### src/logic/ep0_tx_pkg.sv
// ep0_tx_pkg: register map, field positions and carrier types
// assumes a 32-bit apb slave with word-aligned registers
package ep0_tx_pkg;

  // ****************************************
  // register offsets
  // ****************************************
  localparam logic [7:0] ctrl_off = 8'h00;
  localparam logic [7:0] count_off = 8'h04;
  localparam logic [7:0] status_off = 8'h08;

  // ****************************************
  // field positions
  // ****************************************
  localparam int flush_bit = 7;
  localparam int stall_bit = 3;
  localparam int armed_bit = 1;
  localparam int enable_bit = 0;
  localparam int count_width = 4;
  localparam logic [7:0] ctrl_reset = 8'h00;
  localparam logic [3:0] count_reset = 4'h0;
  localparam logic [31:0] zero_word = 32'h0000_0000;
  // flush completes after this many cycles of pointer reset
  localparam logic [1:0] flush_cycles = 2'h2;

  // ****************************************
  // handshake encodings
  // ****************************************
  typedef enum logic [1:0] {
    hs_none = 2'b00,
    hs_data = 2'b01,
    hs_nak = 2'b10,
    hs_stall = 2'b11
  } handshake_t;

  // usb-side events from the serial engine
  typedef struct packed {
    logic in_token;
    logic setup_ok;
    logic host_ack;
  } usb_event_t;

  // fifo reset commands toward the fifo
  typedef struct packed {
    logic ptr_reset;
    logic flags_set_empty;
  } fifo_cmd_t;

endpackage : ep0_tx_pkg

### src/logic/ep0_flush_seq.sv
// ep0_flush_seq: times the fifo pointer reset started by a flush
// assumes start is the control register flush bit, held high until done
`timescale 1ns/1ps
module ep0_flush_seq (
  // clock and reset
  input wire logic pclk,
  input wire logic presetn,
  // control
  input wire logic start,
  output ep0_tx_pkg::fifo_cmd_t cmd,
  output logic done
);

  // ****************************************
  // pointer reset timer
  // ****************************************
  logic [1:0] count_reg;
  logic busy_reg;

  always_ff @(posedge pclk or negedge presetn) begin
    if (!presetn) begin
      busy_reg <= 1'b0;
      count_reg <= 2'h0;
    end else if (start && !busy_reg) begin
      busy_reg <= 1'b1;
      count_reg <= ep0_tx_pkg::flush_cycles;
    end else if (busy_reg) begin
      count_reg <= count_reg - 2'h1;
      if (count_reg == 2'h1) begin
        busy_reg <= 1'b0;
      end
    end
  end

  assign cmd.ptr_reset = busy_reg;
  assign cmd.flags_set_empty = busy_reg && (count_reg == 2'h1);
  assign done = busy_reg && (count_reg == 2'h1);

endmodule : ep0_flush_seq

### src/logic/ep0_tx_control.sv
// ep0_tx_control: endpoint 0 transmit control register and
// in-transaction handshake choice, reached over apb
// assumes usb events are one-cycle pulses synchronous to pclk
//
// Added by the designer: the address map and register access over APB.
`timescale 1ns/1ps
module ep0_tx_control (
  // clock and reset
  input wire logic pclk,
  input wire logic presetn,
  // apb slave
  input wire logic psel,
  input wire logic penable,
  input wire logic pwrite,
  input wire logic [7:0] paddr,
  input wire logic [31:0] pwdata,
  output logic [31:0] prdata,
  output logic pready,
  output logic pslverr,
  // usb side
  input wire ep0_tx_pkg::usb_event_t usb_ev,
  input wire logic rx_enable,
  output ep0_tx_pkg::handshake_t handshake,
  output logic [3:0] tx_byte_count,
  // fifo and function port
  output ep0_tx_pkg::fifo_cmd_t fifo_cmd,
  output logic ack_status,
  output logic port_connect
);

  // ****************************************
  // decode
  // ****************************************
  function automatic logic hit(input logic [7:0] a, input logic [7:0] o);
    hit = (a == o);
  endfunction : hit

  logic wr_en;
  logic rd_en;
  logic flush_reg;
  logic stall_request_reg;
  logic fifo_armed_reg;
  logic endpoint_enable_reg;
  logic [3:0] count_reg;
  logic ack_reg;
  logic flush_done;
  logic flush_start;
  ep0_tx_pkg::handshake_t hs_next;
  ep0_tx_pkg::handshake_t hs_reg;
  logic [7:0] ctrl_view;

  assign wr_en = psel && penable && pwrite;
  assign rd_en = psel && !pwrite;
  assign pready = 1'b1;
  assign pslverr = 1'b0;
  assign flush_start = flush_reg;

  // ****************************************
  // flush sequencer
  // ****************************************
  ep0_flush_seq u_flush (
    .pclk(pclk),
    .presetn(presetn),
    .start(flush_start),
    .cmd(fifo_cmd),
    .done(flush_done)
  );

  // ****************************************
  // control bits
  // ****************************************
  // flush set and clear
  always_ff @(posedge pclk or negedge presetn) begin
    if (!presetn) begin
      flush_reg <= 1'b0;
    end else if (wr_en && hit(paddr, ep0_tx_pkg::ctrl_off)
                 && pwdata[ep0_tx_pkg::flush_bit]) begin
      flush_reg <= 1'b1;
    end else if (flush_done) begin
      flush_reg <= 1'b0;
    end
  end

  always_ff @(posedge pclk or negedge presetn) begin
    if (!presetn) begin
      stall_request_reg <= 1'b0;
    end else if (usb_ev.setup_ok) begin
      stall_request_reg <= 1'b0;
    end else if (wr_en && hit(paddr, ep0_tx_pkg::ctrl_off)) begin
      stall_request_reg <= pwdata[ep0_tx_pkg::stall_bit];
    end
  end

  always_ff @(posedge pclk or negedge presetn) begin
    if (!presetn) begin
      fifo_armed_reg <= 1'b0;
    end else if (usb_ev.setup_ok || flush_reg
                 || (wr_en && hit(paddr, ep0_tx_pkg::ctrl_off)
                     && pwdata[ep0_tx_pkg::flush_bit])) begin
      fifo_armed_reg <= 1'b0;
    end else if (wr_en && hit(paddr, ep0_tx_pkg::count_off)) begin
      fifo_armed_reg <= 1'b1;
    end else if (hs_reg == ep0_tx_pkg::hs_data && usb_ev.host_ack) begin
      fifo_armed_reg <= 1'b0;
    end else if (wr_en && hit(paddr, ep0_tx_pkg::ctrl_off)) begin
      fifo_armed_reg <= pwdata[ep0_tx_pkg::armed_bit];
    end
  end

  always_ff @(posedge pclk or negedge presetn) begin
    if (!presetn) begin
      endpoint_enable_reg <= 1'b0;
    end else if (wr_en && hit(paddr, ep0_tx_pkg::ctrl_off)) begin
      endpoint_enable_reg <= pwdata[ep0_tx_pkg::enable_bit];
    end
  end

  // byte count register
  always_ff @(posedge pclk or negedge presetn) begin
    if (!presetn) begin
      count_reg <= ep0_tx_pkg::count_reset;
    end else if (wr_en && hit(paddr, ep0_tx_pkg::count_off)) begin
      count_reg <= pwdata[ep0_tx_pkg::count_width-1:0];
    end
  end

  // ack status; host ack sets, write of one clears, setup clears
  always_ff @(posedge pclk or negedge presetn) begin
    if (!presetn) begin
      ack_reg <= 1'b0;
    end else if (hs_reg == ep0_tx_pkg::hs_data && usb_ev.host_ack) begin
      ack_reg <= 1'b1;
    end else if (usb_ev.setup_ok) begin
      ack_reg <= 1'b0;
    end else if (wr_en && hit(paddr, ep0_tx_pkg::status_off)
                 && pwdata[0]) begin
      ack_reg <= 1'b0;
    end
  end

  // ****************************************
  // handshake choice
  // ****************************************
  // priority: stall, data, nak
  always_comb begin
    hs_next = hs_reg;
    if (usb_ev.in_token && endpoint_enable_reg) begin
      if (stall_request_reg) begin
        hs_next = ep0_tx_pkg::hs_stall;
      end else if (fifo_armed_reg) begin
        hs_next = ep0_tx_pkg::hs_data;
      end else begin
        hs_next = ep0_tx_pkg::hs_nak;
      end
    end else if (usb_ev.in_token) begin
      hs_next = ep0_tx_pkg::hs_none;
    end
  end

  always_ff @(posedge pclk or negedge presetn) begin
    if (!presetn) begin
      hs_reg <= ep0_tx_pkg::hs_none;
    end else begin
      hs_reg <= hs_next;
    end
  end

  // ****************************************
  // outputs and read data
  // ****************************************
  assign handshake = hs_reg;
  assign tx_byte_count = count_reg;
  assign ack_status = ack_reg;
  assign port_connect = endpoint_enable_reg && rx_enable;

  always_comb begin
    ctrl_view = ep0_tx_pkg::ctrl_reset;
    ctrl_view[ep0_tx_pkg::flush_bit] = flush_reg;
    ctrl_view[ep0_tx_pkg::stall_bit] = stall_request_reg;
    ctrl_view[ep0_tx_pkg::armed_bit] = fifo_armed_reg;
    ctrl_view[ep0_tx_pkg::enable_bit] = endpoint_enable_reg;
  end

  always_ff @(posedge pclk or negedge presetn) begin
    if (!presetn) begin
      prdata <= ep0_tx_pkg::zero_word;
    end else if (rd_en && !penable) begin
      if (hit(paddr, ep0_tx_pkg::ctrl_off)) begin
        prdata <= {24'h00_0000, ctrl_view};
      end else if (hit(paddr, ep0_tx_pkg::count_off)) begin
        prdata <= {28'h000_0000, count_reg};
      end else if (hit(paddr, ep0_tx_pkg::status_off)) begin
        prdata <= {31'h0000_0000, ack_reg};
      end else begin
        prdata <= ep0_tx_pkg::zero_word;
      end
    end
  end

  // ****************************************
  // checks
  // ****************************************
  stall_wins_a: assert property (@(posedge pclk) disable iff (!presetn)
    usb_ev.in_token && endpoint_enable_reg && stall_request_reg
    |=> handshake == ep0_tx_pkg::hs_stall)
    else $error("stall not returned");
  nak_unarmed_a: assert property (@(posedge pclk) disable iff (!presetn)
    usb_ev.in_token && endpoint_enable_reg && !stall_request_reg
    && !fifo_armed_reg |=> handshake == ep0_tx_pkg::hs_nak)
    else $error("nak not returned");
  data_armed_a: assert property (@(posedge pclk) disable iff (!presetn)
    usb_ev.in_token && endpoint_enable_reg && !stall_request_reg
    && fifo_armed_reg |=> handshake == ep0_tx_pkg::hs_data)
    else $error("data not sent");
  setup_clears_a: assert property (@(posedge pclk) disable iff (!presetn)
    usb_ev.setup_ok |=> !stall_request_reg && !fifo_armed_reg)
    else $error("setup did not clear");
  count_arms_a: assert property (@(posedge pclk) disable iff (!presetn)
    wr_en && hit(paddr, ep0_tx_pkg::count_off) && !usb_ev.setup_ok
    && !flush_reg && !pwdata[ep0_tx_pkg::flush_bit]
    |=> fifo_armed_reg)
    else $error("count write did not arm");
  flush_ends_a: assert property (@(posedge pclk) disable iff (!presetn)
    $rose(flush_reg) |-> ##[1:4] !flush_reg)
    else $error("flush did not self clear");
  flush_disarms_a: assert property (@(posedge pclk) disable iff (!presetn)
    flush_reg |=> !fifo_armed_reg)
    else $error("flush did not disarm");
  connect_both_a: assert property (@(posedge pclk) disable iff (!presetn)
    port_connect |-> endpoint_enable_reg && rx_enable)
    else $error("connect without enables");
  ack_disarms_a: assert property (@(posedge pclk) disable iff (!presetn)
    $rose(ack_reg) |-> !fifo_armed_reg)
    else $error("ack did not disarm");
  flush_starts_a: assert property (@(posedge pclk) disable iff (!presetn)
    wr_en && hit(paddr, ep0_tx_pkg::ctrl_off)
    && pwdata[ep0_tx_pkg::flush_bit] |=> flush_reg)
    else $error("flush write not taken");
  flush_ptr_a: assert property (@(posedge pclk) disable iff (!presetn)
    $rose(flush_reg) |=> fifo_cmd.ptr_reset)
    else $error("pointer reset missing");
  flush_empty_a: assert property (@(posedge pclk) disable iff (!presetn)
    fifo_cmd.flags_set_empty && !wr_en |=> !flush_reg)
    else $error("flush bit stuck after empty");
  ack_sets_a: assert property (@(posedge pclk) disable iff (!presetn)
    handshake == ep0_tx_pkg::hs_data && usb_ev.host_ack
    |=> ack_status)
    else $error("ack status not set");
  ack_clears_a: assert property (@(posedge pclk) disable iff (!presetn)
    wr_en && hit(paddr, ep0_tx_pkg::status_off) && pwdata[0]
    && !usb_ev.host_ack |=> !ack_status)
    else $error("ack status not cleared");
  disabled_quiet_a: assert property (@(posedge pclk) disable iff (!presetn)
    usb_ev.in_token && !endpoint_enable_reg
    |=> handshake == ep0_tx_pkg::hs_none)
    else $error("disabled endpoint answered");
  hs_holds_a: assert property (@(posedge pclk) disable iff (!presetn)
    !usb_ev.in_token |=> $stable(handshake))
    else $error("handshake changed without token");
  stall_write_a: assert property (@(posedge pclk) disable iff (!presetn)
    wr_en && hit(paddr, ep0_tx_pkg::ctrl_off) && !usb_ev.setup_ok
    && pwdata[ep0_tx_pkg::stall_bit] |=> stall_request_reg)
    else $error("stall bit not written");
  enable_write_a: assert property (@(posedge pclk) disable iff (!presetn)
    wr_en && hit(paddr, ep0_tx_pkg::ctrl_off)
    && pwdata[ep0_tx_pkg::enable_bit] |=> endpoint_enable_reg)
    else $error("enable bit not written");
  armed_write_a: assert property (@(posedge pclk) disable iff (!presetn)
    wr_en && hit(paddr, ep0_tx_pkg::ctrl_off) && !flush_reg
    && pwdata[ep0_tx_pkg::armed_bit] && !pwdata[ep0_tx_pkg::flush_bit]
    && !usb_ev.setup_ok && !usb_ev.host_ack |=> fifo_armed_reg)
    else $error("armed bit not written");

endmodule : ep0_tx_control

### config.mk
export PLATFORM = sky130hd
export DESIGN_NAME = ep0_tx_control
export DESIGN_NICKNAME = d
export VERILOG_FILES = /design/src/logic/ep0_tx_pkg.sv /design/src/logic/ep0_flush_seq.sv /design/src/logic/ep0_tx_control.sv
export SDC_FILE = /design/constraint.sdc
export NUM_CORES = 1
export LEC_CHECK = 0
export ABC_AREA = 1
export BUFFER_PORTS_ARGS = -buffer_cell sky130_fd_sc_hd__buf_2
export CAP_MARGIN = 40
export CORE_MARGIN = 2
export CORE_UTILIZATION = 42
export DETAILED_ROUTE_END_ITERATION = 8
export GPL_TIMING_DRIVEN = 0
export PLACE_DENSITY_LB_ADDON = 0.3
export SLEW_MARGIN = 15
export SYNTH_ARGS = -nofsm -noshare
export SYNTH_HDL_FRONTEND = slang
export SYNTH_SLANG_ARGS = --single-unit
### constraint.sdc
create_clock -name pclk -period 2.8 [get_ports pclk]
set_clock_uncertainty 0.05 [all_clocks]
set_input_delay 0.14 -clock pclk [delete_from_list [all_inputs] [get_ports pclk]]
set_output_delay 0.14 -clock pclk [all_outputs]
set_load 0.1 [all_outputs]
Yosys cells after proc, flatten, opt, wreduce, memory -nomap -nowiden
Cells that the tools add are included.
{"block": "word_totals", "reg_bits": 46, "in_bits": 49, "output_inout_bits": 44, "elab_cells": 64}
{"block": "classes", "addsub": 1, "n_eq_ne": 4, "n_mux": 23, "n_reduce_logical": 26}
{"cell": "$mux 1", "count": 15}
{"cell": "$logic_and 1x1->1", "count": 14}
{"cell": "$mux 2", "count": 6}
{"cell": "$eq 8x3->1 const B", "count": 1}
{"cell": "$eq 8x4->1 const B", "count": 1}
{"cell": "$logic_not 8->1", "count": 1}
{"cell": "$mux 8", "count": 1}
{"cell": "$reduce_bool 2->1", "count": 4}
{"cell": "$eq 2x1->1 const B", "count": 2}
{"cell": "$mux 4", "count": 1}
{"cell": "$reduce_bool 4->1", "count": 1}
{"cell": "$logic_not 1->1", "count": 3}
{"cell": "$reduce_bool 3->1", "count": 1}
{"cell": "$logic_or 1x1->1", "count": 2}
{"cell": "$sub 2x1->2 const B", "count": 1}

Logic depth before layout (Yosys ltp)
Gate-level depths: netlist (run 1).
{"block": "logic_depth", "depth_word": 7, "mapped_depth": 7, "mapped_depth_nobuf": 7}

Cells and area by module
Synthesis (run 1) repeated with hierarchy kept, for this count alone.
{"block": "hier_totals", "hier_cells": 144, "area_unflattened_um2": 1236.2}
{"mod": "ep0_tx_control", "n_inst": 1, "cells_each": 127, "area_each_um2": 1088.5, "seq_area_each_um2": 400.4}
{"mod": "ep0_flush_seq", "n_inst": 1, "cells_each": 17, "area_each_um2": 147.6, "seq_area_each_um2": 75.1}

Least setup slack after synthesis (run 1)
OpenSTA, ideal clock, no wires.
{"block": "synth_path", "path_type": "register -> register", "startpoint": "register hs_reg[0], in the netlist handshake[0]", "endpoint": "register fifo_armed_reg", "setup_ns": 0.118, "arrival_time_ns": 1.301, "required_ns": 2.632, "slack_ns": 1.331, "stages_incl_launch_ff": 4, "n_path_buf": 0, "period_less_slack_ns": 1.469, "path_cell_list": "dfrtp_1 nand3_1 nand3_2 a21oi_2"}
{"block": "synth_via", "elab_chain_len": 5, "elab_cells_between_ends": 6, "cone_classes": "1 x eq/ne; 3 x mux; 2 x reduce/logical"}
{"element": "start: declaration", "line_no": "ep0_tx_control.sv:49", "rtl": "ep0_tx_pkg::handshake_t hs_reg;"}
{"element": "start signal: assignment", "line_no": "ep0_tx_control.sv:162", "rtl": "hs_reg <= ep0_tx_pkg::hs_none;"}
{"element": "start signal: assignment", "line_no": "ep0_tx_control.sv:164", "rtl": "hs_reg <= hs_next;"}
{"element": "$eq 2x1->1 *", "line_no": "ep0_tx_control.sv:103", "rtl": "end else if (hs_reg == ep0_tx_pkg::hs_data && usb_ev.host_ack) begin"}
{"element": "$logic_and 1x1->1 *", "line_no": "ep0_tx_control.sv:103"}
{"element": "$mux 1", "line_no": "ep0_tx_control.sv:103"}
{"element": "$mux 1", "line_no": "ep0_tx_control.sv:101", "rtl": "end else if (wr_en && hit(paddr, ep0_tx_pkg::count_off)) begin"}
{"element": "$mux 1", "line_no": "ep0_tx_control.sv:97", "rtl": "end else if (usb_ev.setup_ok || flush_reg"}
{"element": "end signal: assignment", "line_no": "ep0_tx_control.sv:106", "rtl": "fifo_armed_reg <= pwdata[ep0_tx_pkg::armed_bit];"}
{"element": "end: declaration", "line_no": "ep0_tx_control.sv:42", "rtl": "logic fifo_armed_reg;"}
Every way passes the cells marked *; elsewhere a longest branch is shown, timed or not.
A chain may end at the register's enable or synchronous reset.

Worst setup path in the final report (run 1)
{"block": "layout_path", "startpoint": "register u_flush.count_reg[1]", "endpoint": "output fifo_cmd[0] (netlist name)"}
{"block": "layout_via", "elab_chain_len": 2}
{"element": "start: declaration", "line_no": "ep0_flush_seq.sv:17", "rtl": "logic [1:0] count_reg;"}
{"element": "start signal: assignment", "line_no": "ep0_flush_seq.sv:26", "rtl": "count_reg <= ep0_tx_pkg::flush_cycles;"}
{"element": "start signal: assignment", "line_no": "ep0_flush_seq.sv:28", "rtl": "count_reg <= count_reg - 2'h1;"}
{"element": "$eq 2x1->1"}
{"element": "$logic_and 1x1->1"}
{"element": "end: declaration", "line_no": "ep0_tx_control.sv:26", "rtl": "output ep0_tx_pkg::fifo_cmd_t fifo_cmd,"}
Every way passes these cells.

==> results of run 1 <==
## worst paths after layout
| path | start | endpoint | depth (start not counted) |
|---|---|---|---|
| hold reg to reg | prdata[2]$_DFFE_PN0P_ | prdata[2]$_DFFE_PN0P_ | 2 |
| max in group asynchronous | presetn | ack_status$_DFFE_PN0P_ | 2 |
| hold / removal | pwdata[2] | tx_byte_count[2]$_DFFE_PN0P_ | 3 |
| setup reg to reg | u_flush.count_reg[0]$_DFFE_PN0P_ | u_flush.count_reg[1]$_DFFE_PN0P_ | 3 |
| min in group asynchronous | presetn | prdata[2]$_DFFE_PN0P_ | 2 |
| setup / recovery | u_flush.count_reg[1]$_DFFE_PN0P_ | fifo_cmd[0] | 6 |
## critical path, stage by stage, from the launching register on
cell	delay [ns]
dfrtp_1	0.37
inv_1	0.07
ha_1	0.14
nand2_1	0.05
inv_1	0.09
buf_4	0.11
buf_2	0.41
## layer usage
layer	part of all wire (%)	global-route usage [%]
met3	9.2	5.13
met1	41	17.4
met2	50	25.0
met4	0.18	1.99
met5	0	0
## layout by cell type, fill, tap and decap left out, types with 4 or more instances in the layout
master | synthesis | layout
buf_2 | 0 | 36
buf_4 | 31 | 31
conb_1 | 2 | 29
nand2_1 | 24 | 24
dfrtp_1 | 19 | 19
inv_1 | 17 | 17
nand3_1 | 13 | 13
o21ai_0 | 7 | 7
nor2_1 | 5 | 5
nor2_4 | 5 | 5
a21oi_1 | 4 | 4
## cells by family (layout without fill, tap and decap cells)
kind of cell               after synthesis  after routing  share of synthesized area [%]
AOI/OAI and AO/OA                       17             17                           7.97
adders and majority gates                1              1                           1.04
buffers and inverters                   48             90                           24.5
DFF                                     19             19                           39.3
other                                    2             29                          0.621
and+or+nand+nor                         56             56                           26.5
## timing repair
| action | CTS | global route |
|---|---|---|
| hold buffers | 2 | 0 |
| setup buffers | 0 | 0 |
| hold endpoints to repair | 21 | 0 |
| setup endpoints to repair | 0 | 0 |
## power by group through the flow
| stage | Clock (mW) | Combinational [mW] | Sequential (mW) |
|---|---|---|---|
| floorplan | 0 | 0.334 | 0.362 |
| CTS | 0.141 | 0.425 | 0.320 |
| finish | 0.135 | 0.423 | 0.320 |
| detailed placement | 0 | 0.422 | 0.326 |
| global route | 0.155 | 0.446 | 0.324 |
| global placement | 0 | 0.420 | 0.324 |
## layout make-up
type | count | area share [%]
Tap cell | 31 | 2.46
Multi-Input combinational cell | 103 | 34.2
Sequential cell | 19 | 30.2
Buffer | 31 | 14.8
Timing Repair Buffer | 38 | 12.7
Inverter | 17 | 4.05
Clock buffer | 4 | 1.67
## per-stage QoR
stage | total power [mW] | util (%) | instance area (sq um) | hold slack (ns) | worst slack (ns)
after global placement | 0.744 | 55.9 | 1530 | 0.0469 | 1.42
after detailed placement | 0.748 | 55.9 | 1530 | 0.0511 | 1.41
after floorplan | 0.696 | - | 1310 | -0.206 | 1.33
after global routing | 0.925 | 57.6 | 1580 | 0.0395 | 0.956
final | 0.879 | 57.6 | 1580 | 0.0225 | 1.09
after CTS | 0.886 | 57.6 | 1580 | 0.0180 | 1.07
==> reports/qor.yml, run 1 <==
clock_network:
  clkLatencyLatePin_ns: 0.29
  clk_path_buf_depth: 2
  htreeDepth: 1
  clock_sinks: 19
  cts_resized: 0
  cts_root_buf: "clkbuf_4"
  cts.clk_slew.worst_paths_ns: 0.10
  cts_buffers: 3
  cts_tree: "done"
layout:
  largest_reg_flops: 5
  regMostFlops: "prdata"
  regArea_sq_um: 475
  fillerInstances: 274
  synthToLayoutAreaGrowth_pct: 30.3
  diodes: 0
  fin_cells: 243
  drive_above_1_share_pct: 39.2
  nets: 263
  multi_input_area_sq_um: 538
floorplanning:
  start_util_pct: 44.2
  core-area_sq_um: 2730
  die_h_microns: 57.6
  die_w_microns: 57.6
  pin_count: 93
  fp-row-count: 19
  dieArea_sq_um: 3320
timing:
  rsz0062_at_grt: "no"
  min_period_ns: 1.71
  drv_slew: 0
  setup_viol: 0
  fin_crit_sh_pct: 61.0
  finalSetupTns_ns: 0
  fmax_mhz: 585
  hold_viol: 0
routing:
  vias: 1013
  wire_per_inst_microns: 9.15
  dr.pass1.iters: 4
  drt_first_iter_violations: 17
  viasPerCell: 4.17
  ant_nets: 0
  drt-total-wl_microns: 2220
  drcViolationCount: 0
setup_path:
  worstSetupEndpointType: "primary output"
  crit_type: "reg -> out"
  startpoint_type: "register"
  critPathArrivalTime_ns: 1.52
  critPathRequiredTime_ns: 2.61
  crit_path_max_fanout: 3
  reg2reg_slack_ns: 1.79
placed_design:
  dp_hpwl_microns: 1870
  port_buffers: 36
  dpl.cell_count: 237
  gp_congestion: 0.733
synthesis:
  synthTopCellsByCount: "buf_4 (31), nand2_1 (24), dfrtp_1 (19)"
  synth_flop_cell: "dfrtp_1"
  synthDominantCellAreaShare_pct: 39.3
  syn_area_sq_um: 1210
  synth-edff-count: 0
  synthCells: 143
  async_reset_ff_share_pct: 100
  synth_most_common_cell: "buf_4"
  yosys-top-cells-area: "dfrtp_1 (39%), buf_4 (19%), nand2_1 (7.5%), nand3_1 (5.4%), inv_1 (5.3%)"
  yosys_register_bits: 19
  yosysTopAreaCell: "dfrtp_1"
  synth_warnings: 0
  ys_seq_area_share_pct: 39.3
  synthDistinctLibCells: 20
  syn-mean-instance-area_sq_um: 8.45
global_routing:
  grt_pass1_wl_microns: 3730
  grt_start_max_net_pins: 20
  first_global_vias: 904
  grt.total_usage_pct: 14.3
  grt_overflow: 0
  antenna_found_initial: 0
status:
  status: "finished clean"
power_and_ir_drop:
  clockPowerShare_pct: 15.4
  p_sw_share_pct: 49.5
  p_switching_uw: 435
  internal_power_uw: 443
  combPwrFrac_pct: 48.2
  power_density_nw_per_um2: 558
  p_leak_nw: 1.00
  ir_drop_v: 0.000473
  p_seq_share_pct: 36.5
job:
  maxCapViolations: 0
hold_path:
  hp-class: "in -> reg"
No activity file was read; power rests on OpenSTA's default activity.
==> inputs of run 2 (changes only) <==
--- a/config.mk
+++ b/config.mk
@@ -9,7 +9,7 @@
 export BUFFER_PORTS_ARGS = -buffer_cell sky130_fd_sc_hd__buf_2
 export CAP_MARGIN = 40
 export CORE_MARGIN = 2
-export CORE_UTILIZATION = 42
+export CORE_UTILIZATION = 36
 export DETAILED_ROUTE_END_ITERATION = 8
 export GPL_TIMING_DRIVEN = 0
 export PLACE_DENSITY_LB_ADDON = 0.3
==> constraint.sdc (replaced) <==
create_clock -name pclk -period 1.4 [get_ports pclk]
set_clock_uncertainty 0.05 [all_clocks]
set_input_delay 0.07 -clock pclk [delete_from_list [all_inputs] [get_ports pclk]]
set_output_delay 0.07 -clock pclk [all_outputs]
set_load 0.1 [all_outputs]
==> run 2 against run 1 <==
Total power is 110% higher. Final cell count grew 8.6%. Flip-flop and latch count did not move. Die area rose by 15%. Critical path type unchanged. Critical endpoint unchanged. Largest power group unchanged. Highest routed layer is now met3.
==> reports/qor.yml, run 2 (synthesis gave the netlist of run 1 again) <==
setup_path:
  crit_top_cell: "inv_2"  # was inv_1
  crit_chain: "inv_2 -> ha_4 -> nand2_1 -> inv_2 -> buf_12"  # was inv_1 -> ha_1 -> nand2_1 -> inv_1 -> buf_4 -> buf_2
  crit_type: "reg -> out"  # unchanged
  crit_buf_inv: 3  # was 4
  slowest_stage: "dfrtp_1"  # was buf_2
  critPathArrivalTime_ns: 1.18  # was 1.52 ns
  startpoint_type: "register"  # unchanged
  critPathRequiredTime_ns: 1.28  # was 2.61 ns
  worstSetupEndpointType: "primary output"  # unchanged
  crit_family: "flip-flops"  # was buffers and inverters
  slowest_delay_ns: 0.39  # was 0.41 ns
  crit_path_max_fanout: 2  # was 3
routing:
  dr.pass1.iters: 4  # unchanged
  drt_first_iter_violations: 15  # was 17
  drcViolationCount: 0  # unchanged
  ant_nets: 0  # unchanged
  wire_per_inst_microns: 8.98  # was 9.15 microns
  vias: 1017  # was 1013
  viasPerCell: 3.85  # was 4.17
  drt-total-wl_microns: 2370  # was 2220 microns
power_and_ir_drop:
  p_leak_nw: 1.02  # was 1.00 nW
  ir_drop_v: 0.000754  # was 0.000473 V
  power_density_nw_per_um2: 1100  # was 558 nW/um^2
  power_mw: 1.86  # was 879 uW
clock_network:
  cts_tree: "done"  # unchanged
  htreeDepth: 1  # unchanged
  clkLatencyLatePin_ns: 0.29  # about the same
  clock_sinks: 19  # unchanged
  clk_path_buf_depth: 2  # unchanged
  cts_root_buf: "clkbuf_4"  # unchanged
  cts_buffers: 3  # unchanged
  cts.clk_slew.worst_paths_ns: 0.10  # about the same
layout:
  fillerInstances: 339  # was 274
  diodes: 0  # unchanged
  final_cell_mix: "buf_2 (33), buf_4 (32), conb_1 (29)"  # was buf_2 (36), buf_4 (31), conb_1 (29)
  drive_above_1_share_pct: 40.8  # was 39.2%
  largest_reg_flops: 5  # unchanged
  synthToLayoutAreaGrowth_pct: 39.5  # was 30.3%
  final_core_util_pct: 51.4  # was 57.6%
  layout_commonest_cell: "buf_2"  # unchanged
  nets: 269  # was 263
  regMostFlops: "prdata"  # unchanged
timing:
  fmax_mhz: 768
  rsz0062_at_grt: "no"  # unchanged
  min_period_ns: 1.30
  fin_crit_sh_pct: 93.0
  setup_viol: 0  # unchanged
  drv_slew: 0  # unchanged
  hold_viol: 0  # unchanged
  finalSetupTns_ns: 0  # unchanged
global_routing:
  grt_pass1_wl_microns: 3660  # was 3730 microns
  antenna_found_initial: 0  # unchanged
  grt_overflow: 0  # unchanged
  grt_start_max_net_pins: 20  # unchanged
  top_usage_layer: "met2"  # unchanged
  first_global_vias: 894  # was 904
  use_met3_pct: 3.73  # was 5.13%
  use_met1_pct: 16.3  # was 17.4%
  grt_use_met2_pct: 22.5  # was 25.0%
  grt.total_usage_pct: 12.9  # was 14.3%
floorplanning:
  die_w_microns: 61.9  # was 57.6 microns
  die_h_microns: 61.9  # was 57.6 microns
  dieArea_sq_um: 3840  # was 3320 sq um
  pin_count: 93  # unchanged
  fp-row-count: 21  # was 19
  start_util_pct: 36.8  # was 44.2%
  core-area_sq_um: 3280  # was 2730 sq um
job:
  maxCapViolations: 0  # unchanged
placed_design:
  dp_hpwl_microns: 1900  # was 1870 microns
  gp_congestion: 0.767  # was 0.733
  port_buffers: 36  # unchanged
hold_path:
  hp-class: "in -> reg"  # unchanged
status:
  status: "finished clean"  # unchanged
## run 2: final timing paths
| kind | from | to | slack (ns) | cells after the start |
|---|---|---|---|---|
| min in group asynchronous | presetn | prdata[2]$_DFFE_PN0P_ | 0.18 | 2 |
| min | pwdata[7] | flush_reg$_DFFE_PN0P_ | 0.02 | 3 |
| max reg2reg | u_flush.count_reg[0]$_DFFE_PN0P_ | flush_reg$_DFFE_PN0P_ | 0.28 | 5 |
| max | u_flush.count_reg[1]$_DFFE_PN0P_ | fifo_cmd[0] | 0.1 | 5 |
| max in group asynchronous | presetn | handshake[1]$_DFFE_PN0P_ | 0.81 | 2 |
| min reg2reg | prdata[0]$_DFFE_PN0P_ | prdata[0]$_DFFE_PN0P_ | 0.44 | 2 |
## run 2: worst reg2reg max path: stages (launching register included)
cell	delay (ns)
dfrtp_1	0.42
ha_4	0.17
nand2_1	0.07
inv_2	0.05
buf_4	0.12
o21ai_0	0.16
## run 2: layer usage
layer	vias to the layer above	routed length (microns)
li1	544	-
met1	438	1060
met2	35	1180
met3	0	134
met4	0	0
met5	-	0
## run 2: final cells by class
class                      count  area (sq um)  share of cell area [%]
buffer                        30           225                    13.4
inverter                      17          63.8                    3.78
sequential                    19           478                    28.3
multi-input combinational    103           551                    32.6
tap                           46          57.6                    3.41
timing repair buffer          45           285                    16.9
clock buffer                   4          26.3                    1.56
## run 2: power breakdown
| group | switching, mW | leakage [nW] | internal (mW) |
|---|---|---|---|
| logic | 0.702 | 0.754 | 0.236 |
| registers | 0.0419 | 0.252 | 0.603 |
| clock network | 0.164 | 0.0150 | 0.111 |
## run 2: repair_timing
action | CTS | global route
resized for setup | 7 | 3
endpoints found under the hold margin | 25 | 2
hold buffers | 6 | 1
buffers inserted | 2 | 0
setup endpoints to repair | 1 | 3
## run 2: per-stage QoR
| stage | hold WS (ns) | worst slack [ns] | instances | cell area (sq um) |
|---|---|---|---|---|
| global placement | -0.0134 | 0.0976 | 252 | 1550 |
| detailed placement | -0.0168 | 0.0911 | 252 | 1550 |
| floorplan | -0.276 | 0.0443 | 170 | 1310 |
| global route | 0.0212 | 0.000971 | 264 | 1690 |
| CTS | 0.0000734 | 0.00296 | 264 | 1670 |
| finish | 0.0236 | 0.0979 | 264 | 1690 |
